### src/ctk_pkg.sv
// constants shared by the calendar timekeeper files
package ctk_pkg;

  localparam int unsigned ADDR_W = 16;
  localparam int unsigned DATA_W = 8;

  // register offsets on the i/o bus
  localparam logic [15:0] OFF_SEC     = 16'h00e0;
  localparam logic [15:0] OFF_MIN     = 16'h00e1;
  localparam logic [15:0] OFF_HRS     = 16'h00e2;
  localparam logic [15:0] OFF_DOW     = 16'h00e3;
  localparam logic [15:0] OFF_DOM     = 16'h00e4;
  localparam logic [15:0] OFF_MON     = 16'h00e5;
  localparam logic [15:0] OFF_YR      = 16'h00e6;
  localparam logic [15:0] OFF_CEN     = 16'h00e7;
  localparam logic [15:0] OFF_AL_SEC  = 16'h00e8;
  localparam logic [15:0] OFF_AL_MIN  = 16'h00e9;
  localparam logic [15:0] OFF_AL_HRS  = 16'h00ea;
  localparam logic [15:0] OFF_AL_DOW  = 16'h00eb;
  localparam logic [15:0] OFF_AL_EN   = 16'h00ec;
  localparam logic [15:0] OFF_CTRL    = 16'h00ed;

  // timekeeper_control bit positions
  localparam int unsigned CTRL_FLAG   = 7;
  localparam int unsigned CTRL_IRQEN  = 6;
  localparam int unsigned CTRL_BCD    = 5;
  localparam int unsigned CTRL_SRC    = 4;
  localparam int unsigned CTRL_LINE50 = 3;
  localparam int unsigned CTRL_UNLOCK = 0;

  // alarm enable bit positions
  localparam int unsigned EN_SEC = 0;
  localparam int unsigned EN_MIN = 1;
  localparam int unsigned EN_HRS = 2;
  localparam int unsigned EN_DOW = 3;

  // values after reset
  localparam logic       RST_UNLOCK = 1'b0;
  localparam logic       RST_IRQEN  = 1'b0;
  localparam logic       RST_BCD    = 1'b0;
  localparam logic       RST_SRC    = 1'b0;
  localparam logic       RST_LINE50 = 1'b0;
  localparam logic [3:0] RST_AL_EN  = 4'h0;

  // count ranges, binary
  localparam logic [7:0] SEC_MAX = 8'h3b;
  localparam logic [7:0] MIN_MAX = 8'h3b;
  localparam logic [7:0] HRS_MAX = 8'h17;
  localparam logic [7:0] DOW_MIN = 8'h01;
  localparam logic [7:0] DOW_MAX = 8'h07;
  localparam logic [7:0] DOM_MIN = 8'h01;
  localparam logic [7:0] MON_MIN = 8'h01;
  localparam logic [7:0] MON_MAX = 8'h0c;
  localparam logic [7:0] YR_MAX  = 8'h63;
  localparam logic [7:0] CEN_MAX = 8'h63;

  // source edges per second
  localparam int unsigned DIV_W      = 16;
  localparam logic [15:0] XTAL_EDGES = 16'h8000;
  localparam logic [15:0] LINE50_EDGES = 16'h0032;
  localparam logic [15:0] LINE60_EDGES = 16'h003c;

endpackage

### src/ctk_div_if.sv
// carrier between the timekeeper core and its divider
`timescale 1ns/100ps
interface ctk_div_if;
  logic        src_edge;
  logic        clr;
  logic        run;
  logic [15:0] limit;
  logic        tick;

  modport ctl
  (
    output src_edge,
    output clr,
    output run,
    output limit,
    input  tick
  );

  modport div
  (
    input  src_edge,
    input  clr,
    input  run,
    input  limit,
    output tick
  );
endinterface

### src/ctk_divider.sv
// prescaling divider giving one tick per second
`timescale 1ns/100ps
module ctk_divider
(
  input wire logic mclk,
  input wire logic reset,
  ctk_div_if.div   dv
);

  typedef struct packed
  {
    logic [15:0] cnt;
    logic        tick;
  } ctk_div_s;

  ctk_div_s r;
  ctk_div_s next_r;

  assign dv.tick = r.tick;

  always_comb
  begin
    next_r      = r;
    next_r.tick = 1'b0;
    // restart on clear
    if (dv.clr)
    begin
      next_r.cnt = 16'h0000;
    end
    // one tick per second
    else if (dv.run && dv.src_edge)
    begin
      if (r.cnt >= dv.limit - 16'h0001)
      begin
        next_r.cnt  = 16'h0000;
        next_r.tick = 1'b1;
      end
      else
      begin
        next_r.cnt = r.cnt + 16'h0001;
      end
    end
    if (reset)
    begin
      next_r = '0;
    end
  end

  always_ff @(posedge mclk)
  begin
    r <= next_r;
  end

endmodule

### src/ctk_calendar_timekeeper.sv
// calendar timekeeper core with alarm and i/o register access
`timescale 1ns/100ps

// Overview of operation
// counts seconds to century; hours run 0 to 23
// count and alarm registers in binary or packed bcd per format bit
// day of month rolls per month length, leap years handled
// alarm fires when every enabled set-point equals the count
// alarm with interrupt enable set raises the interrupt line
// reading control clears the alarm flag and interrupt
// alarm set-points and enables writable whatever the lock
// alarm compared each time the count advances once a second
// writing unlock as 0 forces a comparison, even if already 0
// tick from crystal or 50/60 hz line, chosen in control
// any control write restarts the divider
// alarm enables cleared at power-up; counts undefined
// software: unlock, set counts, set alarms, then lock
// clearing unlock restarts the divider then lets it run
// unlocked stops count and allows count writes; locked ignores them
// reset leaves the block locked and counting
// count registers keep their value through reset
// seconds bcd tens in [7:4], units in [3:0]; binary 00h-3bh
// divider gives one tick per 32768 crystal or 50/60 line edges
module ctk_calendar_timekeeper
(
  input  wire logic        mclk,
  input  wire logic        reset,
  input  wire logic [15:0] io_addr,
  input  wire logic [7:0]  io_wdata,
  input  wire logic        io_wr,
  input  wire logic        io_rd,
  input  wire logic        xtal_clk,
  input  wire logic        line_clk,
  output logic      [7:0]  io_rdata,
  output logic             alarm_irq
);

  typedef struct packed
  {
    logic [7:0] time_unit_count;
    logic [7:0] minutes;
    logic [7:0] hours;
    logic [7:0] weekday;
    logic [7:0] monthday;
    logic [7:0] month;
    logic [7:0] year;
    logic [7:0] century;
    logic [7:0] al_sec;
    logic [7:0] al_min;
    logic [7:0] al_hrs;
    logic [7:0] al_dow;
    logic [3:0] al_en;
    logic       count_write_unlock;
    logic       alarm_irq_enable;
    logic       decimal_format_select;
    logic       line_source;
    logic       line_50hz;
    logic       alarm_match_flag;
    logic       irq;
    logic       cmp_pend;
    logic       xtal_q;
    logic       line_q;
    logic [7:0] rdata;
  } ctk_state_s;

  ctk_state_s r;
  ctk_state_s next_r;
  ctk_div_if  dif ();

  // wrap or advance one count field
  function automatic logic [8:0] ctk_step(input logic [7:0] v, input logic [7:0] lo,
                                          input logic [7:0] hi, input logic bcd);
    if (v >= hi)
    begin
      return {1'b1, lo};
    end
    else if (bcd && v[3:0] == 4'h9)
    begin
      return {1'b0, v[7:4] + 4'h1, 4'h0};
    end
    return {1'b0, v + 8'h01};
  endfunction

  // binary value into register format
  function automatic logic [7:0] ctk_fmt(input logic [7:0] b, input logic bcd);
    logic [7:0] tens;
    logic [7:0] ones;
    tens = b / 8'h0a;
    ones = b % 8'h0a;
    return bcd ? {tens[3:0], ones[3:0]} : b;
  endfunction

  // register format into binary value
  function automatic logic [7:0] ctk_bin(input logic [7:0] v, input logic bcd);
    return bcd ? 8'(8'(v[7:4]) * 8'h0a + 8'(v[3:0])) : v;
  endfunction

  // days in a month, binary month
  function automatic logic [7:0] ctk_days(input logic [7:0] mon, input logic leap);
    case (mon)
      8'h02:   return leap ? 8'h1d : 8'h1c;
      8'h04:   return 8'h1e;
      8'h06:   return 8'h1e;
      8'h09:   return 8'h1e;
      8'h0b:   return 8'h1e;
      default: return 8'h1f;
    endcase
  endfunction

  logic       bcd;
  logic       wr_cnt;
  logic       wr_ctrl;
  logic       leap;
  logic       any_en;
  logic       match;
  logic [7:0] yr_b;
  logic [7:0] cen_b;
  logic [8:0] st;
  logic [8:0] st_dow;

  assign bcd     = r.decimal_format_select;
  // count writes only while unlocked
  assign wr_cnt  = io_wr && r.count_write_unlock;
  assign wr_ctrl = io_wr && io_addr == ctk_pkg::OFF_CTRL;
  assign yr_b    = ctk_bin(r.year, bcd);
  assign cen_b   = ctk_bin(r.century, bcd);
  // leap year by year and century
  assign leap    = yr_b[1:0] == 2'b00 && (yr_b != 8'h00 || cen_b[1:0] == 2'b00);

  // source and line frequency select
  assign dif.src_edge = r.line_source ? (line_clk && !r.line_q) : (xtal_clk && !r.xtal_q);
  assign dif.limit    = r.line_source ? (r.line_50hz ? ctk_pkg::LINE50_EDGES : ctk_pkg::LINE60_EDGES)
                                      : ctk_pkg::XTAL_EDGES;
  // control write clears divider
  assign dif.clr      = wr_ctrl;
  // divider runs only while locked
  assign dif.run      = !r.count_write_unlock;

  ctk_divider u_div
  (
    .mclk  (mclk),
    .reset (reset),
    .dv    (dif.div)
  );

  // all enabled set-points equal
  assign any_en = |r.al_en;
  assign match  = any_en
               && (!r.al_en[ctk_pkg::EN_SEC] || r.al_sec == r.time_unit_count)
               && (!r.al_en[ctk_pkg::EN_MIN] || r.al_min == r.minutes)
               && (!r.al_en[ctk_pkg::EN_HRS] || r.al_hrs == r.hours)
               && (!r.al_en[ctk_pkg::EN_DOW] || r.al_dow == r.weekday);

  assign io_rdata  = r.rdata;
  assign alarm_irq = r.irq;

  always_comb
  begin
    next_r          = r;
    st              = 9'h000;
    st_dow          = 9'h000;
    next_r.xtal_q   = xtal_clk;
    next_r.line_q   = line_clk;
    next_r.cmp_pend = 1'b0;

    // count chain on each tick
    if (dif.tick && !r.count_write_unlock)
    begin
      // compare after the advance
      next_r.cmp_pend = 1'b1;
      // seconds wrap at 59
      st = ctk_step(r.time_unit_count, 8'h00, ctk_fmt(ctk_pkg::SEC_MAX, bcd), bcd);
      next_r.time_unit_count = st[7:0];
      if (st[8])
      begin
        st = ctk_step(r.minutes, 8'h00, ctk_fmt(ctk_pkg::MIN_MAX, bcd), bcd);
        next_r.minutes = st[7:0];
      end
      if (st[8])
      begin
        st = ctk_step(r.hours, 8'h00, ctk_fmt(ctk_pkg::HRS_MAX, bcd), bcd);
        next_r.hours = st[7:0];
      end
      if (st[8])
      begin
        st_dow         = ctk_step(r.weekday, ctk_pkg::DOW_MIN, ctk_pkg::DOW_MAX, bcd);
        next_r.weekday = st_dow[7:0];
        // month length and leap day
        st = ctk_step(r.monthday, ctk_pkg::DOM_MIN,
                      ctk_fmt(ctk_days(ctk_bin(r.month, bcd), leap), bcd), bcd);
        next_r.monthday = st[7:0];
      end
      if (st[8])
      begin
        st = ctk_step(r.month, ctk_pkg::MON_MIN, ctk_fmt(ctk_pkg::MON_MAX, bcd), bcd);
        next_r.month = st[7:0];
      end
      if (st[8])
      begin
        st = ctk_step(r.year, 8'h00, ctk_fmt(ctk_pkg::YR_MAX, bcd), bcd);
        next_r.year = st[7:0];
      end
      if (st[8])
      begin
        st             = ctk_step(r.century, 8'h00, ctk_fmt(ctk_pkg::CEN_MAX, bcd), bcd);
        next_r.century = st[7:0];
      end
    end

    // values stored as written in the chosen format
    if (wr_cnt)
    begin
      case (io_addr)
        ctk_pkg::OFF_SEC: next_r.time_unit_count = io_wdata;
        ctk_pkg::OFF_MIN: next_r.minutes         = io_wdata;
        ctk_pkg::OFF_HRS: next_r.hours           = io_wdata;
        ctk_pkg::OFF_DOW: next_r.weekday         = {4'h0, io_wdata[3:0]};
        ctk_pkg::OFF_DOM: next_r.monthday        = io_wdata;
        ctk_pkg::OFF_MON: next_r.month           = io_wdata;
        ctk_pkg::OFF_YR:  next_r.year            = io_wdata;
        ctk_pkg::OFF_CEN: next_r.century         = io_wdata;
        default:          next_r.century         = next_r.century;
      endcase
    end

    // alarm registers writable regardless of lock
    if (io_wr)
    begin
      case (io_addr)
        ctk_pkg::OFF_AL_SEC: next_r.al_sec = io_wdata;
        ctk_pkg::OFF_AL_MIN: next_r.al_min = io_wdata;
        ctk_pkg::OFF_AL_HRS: next_r.al_hrs = io_wdata;
        ctk_pkg::OFF_AL_DOW: next_r.al_dow = {4'h0, io_wdata[3:0]};
        ctk_pkg::OFF_AL_EN:  next_r.al_en  = io_wdata[3:0];
        default:             next_r.al_en  = next_r.al_en;
      endcase
    end

    if (wr_ctrl)
    begin
      next_r.count_write_unlock    = io_wdata[ctk_pkg::CTRL_UNLOCK];
      next_r.alarm_irq_enable      = io_wdata[ctk_pkg::CTRL_IRQEN];
      next_r.decimal_format_select = io_wdata[ctk_pkg::CTRL_BCD];
      next_r.line_source           = io_wdata[ctk_pkg::CTRL_SRC];
      next_r.line_50hz             = io_wdata[ctk_pkg::CTRL_LINE50];
      // forced comparison on writing lock
      if (!io_wdata[ctk_pkg::CTRL_UNLOCK])
      begin
        next_r.cmp_pend = 1'b1;
      end
    end

    // register read port
    if (io_rd)
    begin
      case (io_addr)
        ctk_pkg::OFF_SEC:    next_r.rdata = r.time_unit_count;
        ctk_pkg::OFF_MIN:    next_r.rdata = r.minutes;
        ctk_pkg::OFF_HRS:    next_r.rdata = r.hours;
        ctk_pkg::OFF_DOW:    next_r.rdata = {4'h0, r.weekday[3:0]};
        ctk_pkg::OFF_DOM:    next_r.rdata = r.monthday;
        ctk_pkg::OFF_MON:    next_r.rdata = r.month;
        ctk_pkg::OFF_YR:     next_r.rdata = r.year;
        ctk_pkg::OFF_CEN:    next_r.rdata = r.century;
        ctk_pkg::OFF_AL_SEC: next_r.rdata = r.al_sec;
        ctk_pkg::OFF_AL_MIN: next_r.rdata = r.al_min;
        ctk_pkg::OFF_AL_HRS: next_r.rdata = r.al_hrs;
        ctk_pkg::OFF_AL_DOW: next_r.rdata = {4'h0, r.al_dow[3:0]};
        ctk_pkg::OFF_AL_EN:  next_r.rdata = {4'h0, r.al_en};
        ctk_pkg::OFF_CTRL:   next_r.rdata = {r.alarm_match_flag, r.alarm_irq_enable,
                                             r.decimal_format_select, r.line_source,
                                             r.line_50hz, 2'b00, r.count_write_unlock};
        default:             next_r.rdata = 8'h00;
      endcase
      // control read clears flag
      if (io_addr == ctk_pkg::OFF_CTRL)
      begin
        next_r.alarm_match_flag = 1'b0;
      end
    end

    // set wins over the read clear
    if (r.cmp_pend && match)
    begin
      next_r.alarm_match_flag = 1'b1;
    end

    // interrupt follows flag and enable
    next_r.irq = next_r.alarm_match_flag && next_r.alarm_irq_enable;

    // locked after reset; counts untouched
    if (reset)
    begin
      next_r.count_write_unlock    = ctk_pkg::RST_UNLOCK;
      next_r.alarm_irq_enable      = ctk_pkg::RST_IRQEN;
      next_r.decimal_format_select = ctk_pkg::RST_BCD;
      next_r.line_source           = ctk_pkg::RST_SRC;
      next_r.line_50hz             = ctk_pkg::RST_LINE50;
      // alarm enables cleared
      next_r.al_en                 = ctk_pkg::RST_AL_EN;
      next_r.alarm_match_flag      = 1'b0;
      next_r.irq                   = 1'b0;
      next_r.cmp_pend              = 1'b0;
      next_r.rdata                 = 8'h00;
      next_r.xtal_q                = xtal_clk;
      next_r.line_q                = line_clk;
    end
  end

  always_ff @(posedge mclk)
  begin
    r <= next_r;
  end

endmodule

### config.mk
export PLATFORM = sky130hd
export DESIGN_NAME = ctk_calendar_timekeeper
export DESIGN_NICKNAME = d
export VERILOG_FILES = /design/src/ctk_pkg.sv /design/src/ctk_div_if.sv /design/src/ctk_divider.sv /design/src/ctk_calendar_timekeeper.sv
export SDC_FILE = /design/constraint.sdc
export NUM_CORES = 1
export LEC_CHECK = 0
export BUFFER_PORTS_ARGS = -buffer_cell sky130_fd_sc_hd__buf_2
export CAP_MARGIN = 30
export CORE_UTILIZATION = 40
export CTS_BUF_LIST = sky130_fd_sc_hd__clkbuf_8 sky130_fd_sc_hd__clkbuf_16
export DETAILED_ROUTE_END_ITERATION = 6
export PLACE_DENSITY = 0.68
export SYNTH_ARGS = -nofsm -noshare
export SYNTH_HDL_FRONTEND = slang
export SYNTH_SLANG_ARGS = --single-unit
### constraint.sdc
create_clock -name mclk -period 4.47 [get_ports mclk]
set_input_delay 0.894 -clock mclk [delete_from_list [all_inputs] [get_ports mclk]]
set_output_delay 0.894 -clock mclk [all_outputs]
set_load 0.05 [all_outputs]
==> summary.md, run 1 <==
| Metric | Value |
|---|---|
| Setup CP Type | flip-flop to flip-flop |
| Drt drc | 0 |
| Async S/R FF share, synth | 0% |
| Final period util | 97.3% |
| GP Congestion | 0.975 |
| Main synth FF type | dfxtp_1 |
| Gr usage total | 23.9% |
| Switching share of power | 25.6% |
| Worst R2R Path Depth | 16 |
| Layout cells sized above 1 | 10.9% |
| CP max FO | 6 |
| Fin crit period | 4.35 ns |
| CTS buffer count | 17 |
| Drt first pass iters | 5 |
| Slew @ Worst Pin | 0.875 ns |
| Hold depth | 2 |
| Initial antenna violation count | 0 |
| Yosys reg bits | 131 |
| Post-synth design cell area | 9190 um2 |
| Area delta synth->final | 13.0% |
| Final Hold Viols | 0 |
| Hold_buf cts | 0 |
| Crit end category | flip-flop |
| Relative slew slack | 40.9% |
| CP Data Required Time | 4.84 ns |
| Nets | 1250 |
| P per Cell Area | 258 nW/um2 |
| Max-cap violations | 0 |
| Vias in the first global route | 7975 |
| Worst Skew | 0.0101 ns |
| I/O Buffers | 38 |
| Post-Synthesis Cells | 1093 |
| Net Sw Power | 0.000685 W |
| Worst endpoint data arrival time | 4.72 ns |
| Max clock buf depth | 2 |
| Part of the power in registers | 45.2% |
| Comb pwr share | 2.7% |
| Vias | 8662 |
| Chip height | 154 um |
| Grt total ovfl | 0 |
| TNS Setup | 0 ns |
| Row count | 55 |
| Hpwl dp | 20.1 mm |
| Drt via density | 6.07 |
| P_leak | 4.09 nW |
| Min-Delay Path Class | flip-flop to flip-flop |
| Fin util | 46.0% |
| Max frequency | 230 MHz |
| Root buffer cell | clkbuf_16 |
| Placed cells | 1391 |
| Final Max Slew Viols | 0 |
| CORE AREA | 22600 um2 |
| Die ar. | 23600 um2 |
| FF-to-FF End | r[57] |
| WL final | 27.9 mm |
| Initial Util | 40.7% |
| Clock latency at the later pin of the worst-skew pair | 0.43 ns |
| # fillers | 2193 |
| Starting DRT DRC Count | 729 |
| Post-synth EDFFs | 28 |
| First-pass GRT wire length | 44.1 mm |
| Status | complete, no violations |
| Post-DRT Antenna Nets | 0 |
| WHS | 0.479 ns |
| Pwr Total | 0.00268 W |
| Antenna cells | 0 |
| WL per Instance | 19.5 um |
| Io pins | 39 |
| Min-Delay Endpoint | r[93] |
| CTS tree | done |
| Sequential element share of the synthesized area | 31.6% |
| Crit path launch type | flip-flop |
| Max H-tree Level | 4 |
| Non-filler cells, final | 1427 |
| YS warnings | 0 |
| Hold path start | r[93] |
| Cell variety after synth | 74 |
| R2R setup slack | 0.12 ns |
| Die Wd | 154 um |
| Reg2reg start | r[75] |
| Clk pwr share | 52.1% |
| Setup-failing EPs final | 0 |
| Peak VDD IR | 0.000264 V |
| CTS Sinks | 131 |
| Internal power | 0.00199 W |
| Syn Area/Cell | 8.41 um2 |
| Largest net degree at the start of global routing | 29 |
| Reg clk slew, reported paths | 0.07 ns |
[logic make-up (layout without fill, tap and decap cells)]
| logic type | Yosys count | after routing | synth area share [%] |
|---|---|---|---|
| muxes | 16 | 16 | 1.74 |
| xor gates and xnor gates | 52 | 52 | 4.96 |
| buffers and inverters | 84 | 132 | 3.93 |
| DFF | 131 | 131 | 31.6 |
| adders and majority gates | 91 | 91 | 12.7 |
| and+or+nand+nor | 415 | 415 | 23.0 |
| AOI/OAI and AO/OA | 302 | 302 | 22.0 |
| other | 2 | 3 | 0.0817 |
[layout by cell type (no fill, tap or decap), drive strengths merged, types with 4 or more instances in the layout]
cell type / instances
mux2i: 16
nor3b: 5
or3: 7
o21ai: 53
a221oi: 18
ha: 87
clkinv: 5
nand3: 49
xor2: 17
clkbuf: 18
nor2b: 7
and2: 16
a222oi: 4
dfxtp: 103
xnor2: 35
inv: 35
nand4b: 7
nor4b: 5
edfxtp: 28
buf: 74
a22oi: 16
nand2b: 17
o21a: 13
nor2: 102
a22o: 15
fa: 4
nand2: 102
o31ai: 7
a2111oi: 7
and3: 25
o211ai: 14
nand4: 13
a211oi: 16
nor3: 25
a21boi: 4
nor4: 16
a21o: 13
a21oi: 84
and4: 7
a31oi: 11
[Yosys cell counts, types with 17 or more instances]
master	count	area (um2)
a21oi_1	84	420
a221oi_1	18	158
and3_1	25	156
clkbuf_1	39	146
dfxtp_1	103	2060
edfxtp_1	28	841
ha_1	87	1090
inv_1	24	90.1
nand2_1	101	379
nand2b_1	17	106
nand3_1	49	245
nor2_1	102	383
nor3_1	24	120
o21ai_0	27	135
o21ai_1	26	130
xnor2_1	35	307
xor2_1	17	149
[final cells by class]
class                      count  area, um2  share of cell area (%)
timing repair buffer          74        470                    4.53
clock buffer                  18        450                    4.34
inverter                      26       97.6                   0.940
multi-input combinational    879       5970                    57.5
clock inverter                14        131                    1.27
tap                          285        357                    3.43
sequential                   131       2900                    28.0
[flip-flops by register name (all words and copies together) (netlist names)]
register,count
bcd,1
u_div.r,16
u_div.dv.tick,1
io_rdata,8
r,104
alarm_irq,1
[critical path: stages, from the launching register on]
cell and delay [ns]:
dfxtp_1 0.32, ha_1 0.30, ha_2 0.20, fa_1 0.50
nand2_1 0.07, or4_4 0.51, mux2i_4 0.18, a21oi_1 0.10
ha_1 0.33, o211ai_1 0.11, o21ai_1 0.18, a2111oi_2 0.10
buf_4 0.15, or3_4 0.43, or3_4 0.35, or3b_1 0.38
nand3_1 0.08
[power groups by stage]
stage	sequential [W]	clock, W	combinational (W)
2_1_floorplan	0.00124	0	0.0000301
3_3_place_gp	0.00124	0	0.0000702
3_5_place_dp	0.00124	0	0.0000708
4_1_cts	0.00121	0.00141	0.0000709
5_1_grt	0.00121	0.00146	0.0000761
6_report	0.00121	0.00140	0.0000722
[how the worst max path moves through the flow]
stage | startpoint | end | slack, ns | cells after the start
floorplan | r[75] | r[63] | 0.20 | 16
global placement | r[75] | r[60] | -0.008 | 15
detailed placement | r[75] | r[68] | -0.04 | 17
CTS | r[75] | r[57] | 0.01 | 16
global route | r[75] | r[57] | -0.03 | 16
finish | r[75] | r[57] | 0.12 | 16
[per-layer routing]
| metal | GRT usage, % | routed length (um) | vias to the layer above | part of all wire [%] |
|---|---|---|---|---|
| met5 | 0 | 0 | - | 0 |
| li1 | - | - | 4150 | - |
| met3 | 4.99 | 2380 | 65 | 8.5 |
| met1 | 31.5 | 12000 | 4083 | 43 |
| met2 | 38.3 | 12700 | 364 | 46 |
| met4 | 9.29 | 804 | 0 | 2.9 |
[repair_timing]
action	CTS	global route
endpoints found under the setup margin	11	18
pin swaps	0	6
setup buffers	0	4
gates resized for setup	1	8
[stage by stage]
| stage | setup WS [ns] | instance area, um2 |
|---|---|---|
| floorplan | 0.196 | 9200 |
| global placement | -0.00758 | 9730 |
| detailed placement | -0.0411 | 9730 |
| CTS | 0.0138 | 10300 |
| global route | -0.0325 | 10400 |
| finish | 0.123 | 10400 |
Power figures use the tool's default switching activity.
==> run 2: changes to the inputs <==
--- a/config.mk
+++ b/config.mk
@@ -9,2 +9,3 @@
 export CAP_MARGIN = 30
+export CORE_ASPECT_RATIO = 1.1
 export CORE_UTILIZATION = 40
==> constraint.sdc (replaced) <==
create_clock -name mclk -period 4.47 [get_ports mclk]
set_input_delay 0.6705 -clock mclk [delete_from_list [all_inputs] [get_ports mclk]]
set_output_delay 0.6705 -clock mclk [all_outputs]
set_load 0.05 [all_outputs]
==> run 2 against run 1 <==
  * Flip-flop and latch count stayed put
  * Setup slack better by 0.026 ns
  * Wire length is 1.5% higher
  * Final cell count is 0.98% higher
  * First-iteration DRC count is 8.8% higher
  * Via count is 0.91% higher
  * Clock skew is 0.0031 ns lower
  * Highest routed layer unchanged
  * Final area is 0.99% higher
  * Maximum frequency is 0.60% higher
  * Worst hold slack worse by 0.13 ns
  * Register-to-register slack better by 0.03 ns
  * Critical path type unchanged
  * Die area hardly changed
==> summary.md, run 2 (same netlist as run 1, synthesis figures left out) <==
| Metric | Value |
|---|---|
| Gr usage total | 24.5% |
| Grt total ovfl | 0 |
| # fillers | 2158 |
| Drt drc | 0 |
| Min-Delay Path Class | input pin to flip-flop |
| Nets | 1254 |
| Crit path launch type | flip-flop |
| WL per Instance | 19.7 um |
| Root buffer cell | clkbuf_16 |
| Crit path from | r[77] |
| Relative slew slack | 39.3% |
| Initial Util | 41.2% |
| Drt via density | 6.07 |
| Worst Skew | 0.00702 ns |
| Fin crit period | 4.32 ns |
| WL final | 28.3 mm |
| Slew @ Worst Pin | 0.904 ns |
| Vias in the first global route | 8160 |
| Drt first pass iters | 5 |
| Final Hold Viols | 0 |
| Max frequency | 231 MHz |
| Chip height | 161 um |
| Vias | 8741 |
| Final period util | 96.7% |
| Area delta synth->final | 14.1% |
| Critical Path Max Stage Delay | 0.59 ns |
| Worst path slowest cell | fa_1 |
| Most common cell after layout, fill and taps aside | nor2_1 |
| CP max FO | 4 |
| Setup-failing EPs final | 0 |
| CTS buffer count | 17 |
| CP Data Required Time | 4.84 ns |
| Starting DRT DRC Count | 793 |
| Antenna cells | 0 |
| Io pins | 39 |
| Crit-path cells | ha_4 -> ha_4 -> fa_1 -> nand2_1 -> or4_1 -> mux2i_1 -> buf_4 -> a21oi_1 -> ha_1 -> o211ai_1 -> o21ai_1 -> a2111oi_2 -> buf_4 -> or3_4 -> or3_4 -> or3b_1 -> nand3_1 |
| Setup CP Type | flip-flop to flip-flop |
| Layout cells sized above 1 | 12.0% |
| Worst endpoint data arrival time | 4.69 ns |
| Max clock buf depth | 2 |
| Final Max Slew Viols | 0 |
| Max-cap violations | 0 |
| Initial antenna violation count | 0 |
| Post-DRT Antenna Nets | 0 |
| Peak VDD IR | 0.000266 V |
| Reg2reg start | r[77] |
| Highest-count cells in the layout ignoring fill and taps | 102 x nor2_1, 101 x nand2_1, 101 x dfxtp_1, 84 x ha_1, 82 x a21oi_1 |
| Die Wd | 147 um |
| Status | complete, no violations |
| P per Cell Area | 260 nW/um2 |
| Delay-heaviest family, CP | simple AND/OR/NAND/NOR gates |
| P_leak | 4.13 nW |
| Largest net degree at the start of global routing | 23 |
| Hold path start | xtal_clk |
| CTS tree | done |
| Dpl cell area | 9760 um2 |
| First-pass GRT wire length | 45.0 mm |
| GP Congestion | 0.933 |
| Most flop-heavy register | r |
| Clock latency at the later pin of the worst-skew pair | 0.43 ns |
| Worst path buffer plus inverter count | 2 |
| Design area | 10500 um2 |
| Reg clk slew, reported paths | 0.06 ns |
| Hpwl dp | 20.6 mm |
| CORE AREA | 22300 um2 |
| I/O Buffers | 38 |
| Row count | 57 |
| Die ar. | 23600 um2 |
| Placed cells | 1404 |
| Crit end category | flip-flop |
| Max reg flops | 104 |
| Non-filler cells, final | 1441 |
| Max H-tree Level | 4 |
| CTS Sinks | 131 |
run 2: cell types whose count changed in the layout (fill, tap and decap cells not counted), sizes merged:
cell / previous run / this run
buf: 74 / 77
bufinv: 0 / 1
clkinvlp: 0 / 1
clkinv: 5 / 4
inv: 35 / 33
clkbuf: 18 / 20
run 2: worst paths after layout:
kind / slack (ns) / cells after the start / endpoint
max reg2reg: 0.15 / 17 / r[57]
min reg2reg: 0.49 / 2 / r[93]
min: 0.35 / 1 / r[9]
max: 0.15 / 17 / r[57]
run 2: cell type report:
| type | count | area (um2) | share of cell area (%) |
|---|---|---|---|
| multi-input combinational | 879 | 6010 | 57.4 |
| tap | 295 | 369 | 3.52 |
| timing repair buffer | 78 | 494 | 4.71 |
| clock inverter | 13 | 130 | 1.24 |
| inverter | 26 | 97.6 | 0.931 |
| clock buffer | 19 | 475 | 4.53 |
| sequential | 131 | 2910 | 27.7 |
run 2: layer usage:
layer  global-route usage [%]  routed length [um]
met1                     33.1               12600
met2                     39.1               12900
met3                     3.64                1960
met4                     10.0                 910
met5                        0                   0
run 2: power breakdown:
| part | internal, W | switching (W) |
|---|---|---|
| Sequential | 0.00121 | 0.00000230 |
| Combinational | 0.0000170 | 0.0000568 |
| Clock | 0.000847 | 0.000591 |
| Total | 0.00207 | 0.000650 |
run 2: timing repair:
item                                    in CTS  in global routing
endpoints found under the setup margin       6                 21
pin swaps                                    0                 11
buffers inserted                             0                  5
hold buffers                                 0                  0
gates resized for setup                      1                 19
run 2: stage by stage:
stage	power, W	setup TNS (ns)	utilization [%]	hold WS (ns)	worst slack, ns
2_1_floorplan	0.00127	0	-	0.440	0.196
3_3_place_gp	0.00131	-0.0342	43.7	0.460	-0.0342
3_5_place_dp	0.00131	-0.0289	43.7	0.485	-0.0289
4_1_cts	0.00273	0	46.4	0.347	0.0305
5_1_grt	0.00280	-0.0559	47.0	0.342	-0.0405
6_report	0.00272	0	47.0	0.354	0.149
